===== config.mk =====
export PLATFORM = sky130hd
export DESIGN_NAME = cq_interrupt_signaling
export DESIGN_NICKNAME = d
export VERILOG_FILES = /design/src/cq_irq_pkg.sv /design/src/cq_interrupt_signaling.sv /design/src/vec_pick.sv
export SDC_FILE = /design/constraint.sdc
export NUM_CORES = 2
export LEC_CHECK = 0
export ABC_AREA = 1
export BUFFER_PORTS_ARGS = -buffer_cell sky130_fd_sc_hd__buf_4
export CORE_ASPECT_RATIO = 1.1
export CORE_MARGIN = 4
export CORE_UTILIZATION = 28
export CTS_CLUSTER_SIZE = 14
export DETAILED_ROUTE_END_ITERATION = 10
export PLACE_DENSITY = 0.42
export RECOVER_POWER = 50
export SLEW_MARGIN = 20
export SYNTH_ARGS = -nofsm -noshare
export SYNTH_HDL_FRONTEND = slang
export SYNTH_SLANG_ARGS = --single-unit
export TNS_END_PERCENT = 100

===== constraint.sdc =====
create_clock -name clk -period 3.3 [get_ports clk]
set_input_delay 0.495 -clock clk [delete_from_list [all_inputs] [get_ports clk]]
set_output_delay 0.495 -clock clk [all_outputs]
set_load 0.05 [all_outputs]

===== src/cq_irq_pkg.sv =====
// Shared constants and types for the completion-queue interrupt signalling block.
package cq_irq_pkg;

    localparam int NUM_VEC = 32;
    localparam int VEC_W = 5;
    localparam int EXT_VEC_W = 11;
    localparam int NUM_CQ = 8;
    localparam int CQ_W = 3;
    localparam int PTR_W = 8;
    localparam int DATA_W = 32;
    localparam int CAP_W = 3;
    localparam int REQ_VECTORS = 3;

    localparam logic [CAP_W-1:0] VCNT_SINGLE = 3'h0;
    localparam logic [CAP_W-1:0] VCNT_MULTI = 3'h1;
    localparam logic [CAP_W-1:0] VCNT_MAX = 3'h5;
    localparam logic [NUM_VEC-1:0] VEC_ZERO = 32'h0000_0000;
    localparam logic [NUM_VEC-1:0] VEC_ONE = 32'h0000_0001;
    localparam logic [PTR_W-1:0] PTR_RESET = 8'h00;
    localparam logic [DATA_W-1:0] DATA_RESET = 32'h0000_0000;
    localparam logic [VEC_W-1:0] VEC_IDX_ZERO = 5'h00;

    typedef enum logic [2:0] {
        MODE_OFF,
        MODE_WIRE,
        MODE_SINGLE,
        MODE_MULTI,
        MODE_EXT
    } mode_e;

    typedef struct packed {
        logic valid;
        logic create;
        logic [CQ_W-1:0] qid;
        logic ien;
        logic [VEC_W-1:0] vector;
    } cq_config_s;

    typedef struct packed {
        logic valid;
        logic [CQ_W-1:0] qid;
        logic [PTR_W-1:0] ptr;
    } cq_event_s;

    typedef struct packed {
        logic valid;
        logic [NUM_VEC-1:0] data;
    } mask_write_s;

    typedef struct packed {
        logic valid;
        logic [VEC_W-1:0] index;
        logic [DATA_W-1:0] data;
    } table_write_s;

    typedef struct packed {
        logic message_interrupt_enable;
        logic [CAP_W-1:0] enabled_vector_count;
        logic ext_enable;
        logic ext_function_mask;
    } irq_cfg_s;

    typedef struct packed {
        logic valid;
        logic [EXT_VEC_W-1:0] vector;
        logic [DATA_W-1:0] data;
    } msg_s;

    // Smallest exponent whose power of two covers the requested vector count.
    function automatic logic [CAP_W-1:0] pow2_exponent(input int count);
        logic [CAP_W-1:0] e;
        e = 3'h0;
        for (int i = 0; i < 6; i++)
        begin
            if ((1 << i) < count)
            begin
                e = CAP_W'(i + 1);
            end
        end
        return e;
    endfunction

endpackage


===== src/cq_interrupt_signaling.sv =====
// Interrupt generation for completion queues: wire, single and multiple message, and extended message modes.
// Functional notes
// [RULE_01] Wire mode when message enable is zero and extended messages are disabled.
// [RULE_02] Single-message mode: message enable one, vector count field zero, extended off.
// [RULE_03] Multi-message mode: message enable one, vector count field one, extended off.
// [RULE_04] Hidden status vector, one bit per vector, decides wire level or message.
// [RULE_05] Status bit set only with pending entries, interrupts enabled, vector unmasked; the code applies no mask to status in extended mode.
// [RULE_06] Without messages, wire is driven low while status bit zero is one.
// [RULE_07] Message on an unmasked status rise, or unmasking a vector whose status is set.
// [RULE_08] Host clears a vector by acknowledging all entries of its queues.
// [RULE_09] Partial clear keeps wire active, or sends a fresh message in message modes.
// [RULE_10] All status bits clear: wire released, no message sent.
// [RULE_11] Ones written to mask-set register set those vectors' mask bits.
// [RULE_12] Ones written to mask-clear register clear those vectors' mask bits.
// [RULE_13] Head doorbell writes acknowledge entries; vector drops once all are acknowledged.
// [RULE_14] One vector in wire and single modes, at most 32 in multi mode.
// [RULE_15] Capable count advertises requested vectors as next power-of-two exponent.
// [RULE_16] Extended mode: message enable zero, count field zero, extended enabled.
// [RULE_17] Extended mode supports many vectors, each with its own message data.
// [RULE_18] Extended message sent only with function mask and vector mask both clear; the code tests both masks only when the request is raised.
// [RULE_19] Masked extended message sets pending bit, sent once both masks clear.
// [RULE_20] Host should mask, process and acknowledge, then unmask in its handler.
// [RULE_21] Administrative queue interrupts are never delayed by coalescing.
// [RULE_22] Queue has unacknowledged entries while tail differs from last doorbell head.
// [RULE_23] Reset clears status, mask and pending bits and releases the wire.
`timescale 1ns/10ps
`default_nettype none
module cq_interrupt_signaling (
    // Clock and reset
    input wire logic clk,
    input wire logic rst_n,
    // Queue activity
    input wire cq_irq_pkg::cq_config_s cq_config,
    input wire cq_irq_pkg::cq_event_s cq_tail_update,
    input wire cq_irq_pkg::cq_event_s cq_head_doorbell,
    // Mask registers
    input wire cq_irq_pkg::mask_write_s mask_set_register,
    input wire cq_irq_pkg::mask_write_s mask_clear_register,
    // Configuration
    input wire cq_irq_pkg::irq_cfg_s irq_cfg,
    input wire logic [cq_irq_pkg::DATA_W-1:0] msi_base_data,
    input wire logic [cq_irq_pkg::NUM_VEC-1:0] ext_vector_mask,
    input wire cq_irq_pkg::table_write_s ext_table_write,
    // Message output
    output cq_irq_pkg::msg_s msg,
    input wire logic msg_ready,
    // Wire and status
    output logic intx_n,
    output logic [cq_irq_pkg::NUM_VEC-1:0] vector_mask_bits,
    output logic [cq_irq_pkg::NUM_VEC-1:0] pending_bits,
    output logic [cq_irq_pkg::CAP_W-1:0] capable_vector_count,
    output cq_irq_pkg::mode_e mode
);
    import cq_irq_pkg::*;

    typedef struct packed {
        logic [NUM_CQ-1:0] cq_valid;
        logic [NUM_CQ-1:0] cq_ien;
        logic [NUM_CQ-1:0][VEC_W-1:0] cq_vec;
        logic [NUM_CQ-1:0][PTR_W-1:0] cq_tail;
        logic [NUM_CQ-1:0][PTR_W-1:0] cq_head;
        logic [NUM_VEC-1:0] mask;
        logic [NUM_VEC-1:0] status;
        logic [NUM_VEC-1:0] request;
        logic [NUM_VEC-1:0] pending;
        logic [NUM_VEC-1:0][DATA_W-1:0] ext_data;
        logic intx_n;
        msg_s msg;
        logic [CAP_W-1:0] cap;
        mode_e mode;
    } state_s;

    state_s s_reg;
    state_s s_next;
    logic pick_found;
    logic [VEC_W-1:0] pick_idx;
    logic [NUM_VEC-1:0] cond;
    logic [NUM_VEC-1:0] is_now;
    logic [NUM_VEC-1:0] rise;
    logic [NUM_VEC-1:0] fall;
    logic [NUM_VEC-1:0] release_bits;
    logic ext_blocked;
    mode_e mode_now;

    function automatic mode_e decode_mode(input irq_cfg_s c);
        mode_e m;
        m = MODE_OFF;
        if (!c.message_interrupt_enable && !c.ext_enable)
        begin
            m = MODE_WIRE; // [RULE_01]
        end
        else if (c.message_interrupt_enable && !c.ext_enable && c.enabled_vector_count == VCNT_SINGLE)
        begin
            m = MODE_SINGLE; // [RULE_02]
        end
        else if (c.message_interrupt_enable && !c.ext_enable && c.enabled_vector_count >= VCNT_MULTI)
        begin
            m = MODE_MULTI; // [RULE_03]
        end
        else if (!c.message_interrupt_enable && c.ext_enable && c.enabled_vector_count == VCNT_SINGLE)
        begin
            m = MODE_EXT; // [RULE_16]
        end
        return m;
    endfunction

    // Folds a queue's vector number into the vectors the current mode really owns.
    function automatic logic [VEC_W-1:0] map_vec(input logic [VEC_W-1:0] v, input mode_e m,
                                                 input logic [CAP_W-1:0] vcount);
        logic [CAP_W-1:0] e;
        logic [VEC_W:0] span;
        logic [VEC_W-1:0] r;
        e = (vcount > VCNT_MAX) ? VCNT_MAX : vcount;
        span = (VEC_W + 1)'(1) << e;
        r = VEC_IDX_ZERO; // [RULE_14]
        if (m == MODE_MULTI)
        begin
            r = v & VEC_W'(span - (VEC_W + 1)'(1)); // [RULE_14]
        end
        else if (m == MODE_EXT)
        begin
            r = v;
        end
        return r;
    endfunction

    vec_pick pick_u (
        .req(s_reg.request),
        .found(pick_found),
        .idx(pick_idx)
    );

    always_comb
    begin
        s_next = s_reg;
        mode_now = decode_mode(irq_cfg);
        s_next.mode = mode_now;
        s_next.cap = pow2_exponent(REQ_VECTORS); // [RULE_15]

        // Queue table updates; a create in the same cycle overrides pointer events.
        if (cq_tail_update.valid)
        begin
            s_next.cq_tail[cq_tail_update.qid] = cq_tail_update.ptr;
        end
        if (cq_head_doorbell.valid)
        begin
            s_next.cq_head[cq_head_doorbell.qid] = cq_head_doorbell.ptr; // [RULE_13]
        end
        if (cq_config.valid)
        begin
            s_next.cq_valid[cq_config.qid] = cq_config.create;
            s_next.cq_ien[cq_config.qid] = cq_config.ien;
            s_next.cq_vec[cq_config.qid] = cq_config.vector;
            s_next.cq_tail[cq_config.qid] = PTR_RESET;
            s_next.cq_head[cq_config.qid] = PTR_RESET;
        end

        // Mask writes; a vector both set and cleared in one cycle ends masked.
        if (mask_clear_register.valid)
        begin
            s_next.mask = s_next.mask & ~mask_clear_register.data; // [RULE_12]
        end
        if (mask_set_register.valid)
        begin
            s_next.mask = s_next.mask | mask_set_register.data; // [RULE_11]
        end

        if (ext_table_write.valid)
        begin
            s_next.ext_data[ext_table_write.index] = ext_table_write.data; // [RULE_17]
        end

        // Every queue with interrupts enabled, the administrative one included, raises its vector at once, with no aggregation delay.
        cond = VEC_ZERO; // [RULE_21]
        for (int q = 0; q < NUM_CQ; q++)
        begin
            if (s_next.cq_valid[q] && s_next.cq_ien[q] && s_next.cq_tail[q] != s_next.cq_head[q]) // [RULE_22]
            begin
                cond[map_vec(s_next.cq_vec[q], mode_now, irq_cfg.enabled_vector_count)] = 1'b1; // [RULE_05]
            end
        end

        // The host mask only gates the hidden status outside extended mode.
        if (mode_now == MODE_EXT)
        begin
            is_now = cond;
        end
        else if (mode_now == MODE_OFF)
        begin
            is_now = VEC_ZERO;
        end
        else
        begin
            is_now = cond & ~s_next.mask; // [RULE_04] [RULE_05]
        end
        s_next.status = is_now; // [RULE_04]
        rise = is_now & ~s_reg.status;
        fall = s_reg.status & ~is_now;
        ext_blocked = irq_cfg.ext_function_mask;
        release_bits = VEC_ZERO;

        // Wire is low while status bit zero stands; drops back when all clear.
        s_next.intx_n = !(mode_now == MODE_WIRE && is_now[0]); // [RULE_06] [RULE_09] [RULE_10]

        // Retire the message handed over, then load the next; new requests below win over this clear.
        if (s_reg.msg.valid && msg_ready)
        begin
            s_next.msg.valid = 1'b0;
        end
        if (!s_reg.msg.valid && pick_found)
        begin
            s_next.request[pick_idx] = 1'b0;
            s_next.msg.valid = 1'b1;
            s_next.msg.vector = {{(EXT_VEC_W - VEC_W){1'b0}}, pick_idx};
            if (s_reg.mode == MODE_EXT)
            begin
                s_next.msg.data = s_reg.ext_data[pick_idx]; // [RULE_17]
            end
            else
            begin
                s_next.msg.data = {msi_base_data[DATA_W-1:VEC_W], msi_base_data[VEC_W-1:0] | pick_idx};
            end
        end

        unique case (mode_now)
            MODE_SINGLE, MODE_MULTI:
            begin
                // An unmask of a set vector shows here as a rise, since status includes the mask.
                s_next.request = s_next.request | rise; // [RULE_07]
                if (|fall && |is_now)
                begin
                    s_next.request = s_next.request | is_now; // [RULE_09]
                end
            end
            MODE_EXT:
            begin
                // Masks are sampled when the edge is seen; a mask set later does not hold back a request already raised.
                for (int v = 0; v < NUM_VEC; v++)
                begin
                    if (rise[v])
                    begin
                        if (ext_blocked || ext_vector_mask[v])
                        begin
                            s_next.pending[v] = 1'b1; // [RULE_19]
                        end
                        else
                        begin
                            s_next.request[v] = 1'b1; // [RULE_18]
                        end
                    end
                end
                release_bits = s_reg.pending & ~ext_vector_mask & {NUM_VEC{~ext_blocked}}; // [RULE_18]
                s_next.pending = s_next.pending & ~release_bits; // [RULE_19]
                s_next.request = s_next.request | release_bits; // [RULE_19]
            end
            MODE_WIRE, MODE_OFF:
            begin
                s_next.request = VEC_ZERO;
            end
        endcase

        // Old requests make no sense under a new signalling scheme.
        if (mode_now != s_reg.mode)
        begin
            s_next.request = VEC_ZERO;
            s_next.pending = VEC_ZERO;
        end
    end

    always_ff @(posedge clk or negedge rst_n)
    begin
        if (!rst_n)
        begin
            s_reg <= '0; // [RULE_23]
            s_reg.intx_n <= 1'b1; // [RULE_23]
            s_reg.mode <= MODE_OFF;
        end
        else
        begin
            s_reg <= s_next;
        end
    end

    assign msg = s_reg.msg;
    assign intx_n = s_reg.intx_n;
    assign vector_mask_bits = s_reg.mask;
    assign pending_bits = s_reg.pending;
    assign capable_vector_count = s_reg.cap;
    assign mode = s_reg.mode;
endmodule
`default_nettype wire


===== src/vec_pick.sv =====
// Lowest-index picker over a vector of request bits.
`timescale 1ns/10ps
`default_nettype none
module vec_pick (
    // Requests
    input wire logic [cq_irq_pkg::NUM_VEC-1:0] req,
    // Result
    output logic found,
    output logic [cq_irq_pkg::VEC_W-1:0] idx
);
    import cq_irq_pkg::*;

    always_comb
    begin
        found = 1'b0;
        idx = VEC_IDX_ZERO;
        for (int i = NUM_VEC - 1; i >= 0; i--)
        begin
            if (req[i])
            begin
                found = 1'b1;
                idx = VEC_W'(i);
            end
        end
    end
endmodule
`default_nettype wire


==> impl_metrics.py <==
metrics = {
    "global_routing": {
        "grt_use_total_pct": 24.3,
        "grt_pass1_vias": 65300,
        "grt_antenna_before_repair": 7,
        "grt_max_degree": 99,
        "grt_pass1_wl_um": 460000,
        "overflow": 0,
    },
    "worst_setup_path": {
        "timing.critical_path.buf_inv": 9,
        "path_max_fanout": 6,
        "startpoint_type": "input pin",
        "path_class": "input pin to flop",
        "cp.required_ns": 3.98,
        "critPathSlowestCell": "nand4_1",
        "crit_family": "simple AND/OR/NAND/NOR gates",
        "end_kind": "flop",
        "critical_path.max_stage_delay_ns": 0.32,
        "cp.arrival_ns": 4.58,
    },
    "run": {
        "cap_violations": 27,
    },
    "placement": {
        "numPlacedInstances": 12700,
        "gp_congestion": 0.956,
        "dp_hpwl_um": 201000,
        "portBuffers": 318,
        "place_ws_ns": -1.78,
    },
    "routing": {
        "route.vias.total": 66700,
        "viasPerCell": 5.02,
        "drt-initial-drc-count": 5955,
        "drt_pass1_iterations": 8,
        "drt.antenna.violating_nets": 0,
        "remaining_drc_errors": 0,
        "wl_per_cell_um": 24.3,
        "routed_wl_um": 322000,
    },
    "yosys": {
        "yosysTopAreaCell": "dfrtp_1",
        "synth_top_area_share_pct": 50.0,
        "synth_ff_type": "dfrtp_1",
        "netlist_area_mm2": 0.0690,
        "synth-seq-cells": 1379,
        "yosysWarnings": 0,
        "synthCells": 9006,
        "synth_cell_type_count": 57,
        "async_flop_share_pct": 100,
        "synthTopCellsByArea": "dfrtp_1 50%, nand2_1 13%, o21ai_0 7.9%",
        "yosysSeqAreaShare_pct": 50.0,
        "synth_enable_flop_cells": 0,
        "avgSynthCellArea_um2": 7.66,
    },
    "final_layout": {
        "largest_reg_flops": 1272,
        "final_util_pct": 37.9,
        "instances_no_fill": 13300,
        "nNetsFinal": 10100,
        "syn_to_final_growth_pct": 34.4,
        "drive_gt1_share_pct": 23.5,
    },
    "clocking": {
        "cts_tree": "done",
        "htree_levels": 4,
        "numCtsBuffers": 159,
        "cts_buffer_depth": 3,
        "clkSinkCount": 1379,
        "clock_latency_ns": 0.83,
        "root_buffer": "clkbuf_16",
        "cts.clk_slew.worst_paths_ns": 0.06,
    },
    "sta": {
        "tns_ns": -29.38,
        "fin_ws_ns": -0.605,
        "hold_viol": 0,
        "period_needed_ns": 3.91,
        "rsz0062_at_grt": "yes",
        "timing.final.crit_share_pct": 118,
        "max_clock_freq_mhz": 256,
        "finalSetupViolations": 65,
        "worst_pin_slew_ns": 2.47,
        "fin_worst_skew_ns": 0.0419,
        "max_slew_margin_pct": -64.8,
        "drv_slew": 1102,
    },
    "power_and_ir_drop": {
        "p_total_mw": 62.0,
        "p_leak_nw": 44.6,
        "powerDensity_mw_per_mm2": 669,
        "ir_worst_vdd_mv": 0.427,
    },
    "floorplan": {
        "num_rows": 190,
        "dieArea_mm2": 0.254,
        "die_w_um": 481,
        "initial_core_util_pct": 28.2,
        "ios": 327,
        "fp.dieH_um": 529,
        "core-area_mm2": 0.244,
    },
    "worst_hold_path": {
        "hp-class": "input pin to flop",
    },
    "outcome": {
        "violations": "max-capacitance violations, max-slew violations, negative setup slack",
        "outcome": "finished, violations left",
    },
}
[cells in the mapped netlist, types with 8 or more instances]
| library cell | n |
|---|---|
| clkbuf_1 | 562 |
| dfrtp_1 | 1378 |
| inv_2 | 30 |
| nor2_4 | 17 |
| nand3_2 | 8 |
| xor2_1 | 32 |
| nand3b_1 | 32 |
| xnor2_1 | 17 |
| a22o_1 | 25 |
| or2_2 | 108 |
| o21ai_1 | 59 |
| nand4_1 | 327 |
| buf_1 | 43 |
| inv_1 | 608 |
| o22ai_1 | 25 |
| o21ai_0 | 1094 |
| nor2_1 | 680 |
| a21oi_2 | 10 |
| nand3_1 | 880 |
| buf_2 | 16 |
| nand2_2 | 13 |
| nand2_1 | 2426 |
| nor3_1 | 43 |
| a21oi_1 | 347 |
| nor2_2 | 19 |
| buf_4 | 127 |
[worst register-to-register path, stage by stage, from the launching register on]
cell	delay [ns]
dfrtp_1	0.36
o21ai_0	0.23
a21oi_2	0.07
xor2_1	0.16
nor3_2	0.15
nand4_1	0.22
buf_4	0.22
nand2_2	0.05
buf_6	0.14
buf_6	0.12
o31ai_4	0.05
nor2_1	0.14
nand4_1	0.32
buf_4	0.29
nand2_8	0.10
nand2_4	0.07
nor2_4	0.10
nand2_2	0.08
nor2_4	0.16
nand2_8	0.13
nand2_8	0.16
buf_12	0.11
nor2_4	0.03
o21ai_4	0.18
a21oi_2	0.07
[area by class of cell]
cell class              count  area (µm²)
fillers                 25400      152000
flip-flops and latches   1379       34500
multi-input cells        6241       31600
repair buffers           1455       14800
clock buffers             246        4840
well taps                3264        4080
inverters                 642        2440
clock inverters            44         445
diodes                      6        15.0
[path summary, 6_finish.rpt]
path	depth (start not counted)	endpoint	from	slack, ns
worst min register to register	2	s_reg[1382]$_DFF_PN0_	s_reg[1382]$_DFF_PN0_	0.47
worst min-delay path	3	vector_mask_bits[13]$_DFF_PN0_	mask_clear_register[13]	0.06
worst max-delay path	31	s_reg[1108]$_DFF_PN0_	cq_tail_update[10]	-0.61
worst max register to register	24	s_reg[1108]$_DFF_PN0_	s_reg[1283]$_DFF_PN0_	-0.56
max in group asynchronous	4	s_reg[427]$_DFFE_PN0P_	rst_n	0.14
min in group asynchronous	2	s_reg[1221]$_DFF_PN0_	rst_n	0.79
[per-stage QoR]
stage / cell area, µm² / hold WS [ns]
floorplan: 69000 / 0.199
global route: 92700 / 0.0527
global placement: 81200 / 0.447
CTS: 90900 / 0.000487
finish: 92700 / 0.0611
detailed placement: 81200 / 0.451
[cells by family after synthesis]
logic type,Yosys count,synth area share (%)
XOR/XNOR,49,0.622
flip-flops,1379,50.0
buffers and inverters,1397,8.40
adder cells (fa/ha/maj),1,0.0181
other,2,0.0109
AND/OR/NAND/NOR,4584,29.0
multiplexers,1,0.0145
AO/OA/AOI/OAI,1593,11.9
[metal layers]
metal | GRT usage (%) | wire, µm | share of wire, %
met1 | 31.1 | 135000 | 42
met2 | 42.1 | 156000 | 49
met3 | 3.07 | 16500 | 5.1
met4 | 8.11 | 13900 | 4.3
met5 | 0 | 28 | 0.0087
[report_power, final]
part | leakage [nW] | internal [mW] | total [mW] | switching, mW
clock network | 2.61 | 10.4 | 18.1 | 7.71
logic | 24.4 | 8.77 | 22.0 | 13.3
registers | 17.6 | 20.1 | 21.8 | 1.76
total | 44.6 | 39.3 | 62.0 | 22.8
[timing repair]
action                                  4_1_cts  5_1_grt
hold buffers                                109        0
hold endpoints to repair                    163        0
endpoints found under the setup margin       92       94
gates cloned                                 38       27
pin swaps                                   217      267
gates resized for setup                     453      536
setup buffers                                58       69
[placed cells by master, fill, tap and decap left out, types with 32 or more instances in the layout]
cell type      synthesis  routed
clkbuf_8               0      45
clkbuf_16              0     183
clkbuf_1             562      88
buf_6                  7      70
dfrtp_1             1378    1377
nor2_4                17      81
a21oi_2               10      70
inv_1                608     600
nand3_2                8     119
nand4_1              327     327
nand2_1             2426    2240
o21ai_2                1      40
o21ai_1               59      54
dlygate4sd3_1          0     109
nor2_2                19      70
nand3b_1              32      32
o21ai_0             1094    1056
a21oi_1              347     282
or2_2                108      85
nand2_2               13     174
nand3_1              880     744
nor2_1               680     566
buf_16                 0      51
buf_4                127     892
buf_12                 0     162
clkbuf_4               0      53
No activity file was read; power rests on OpenSTA's default activity.
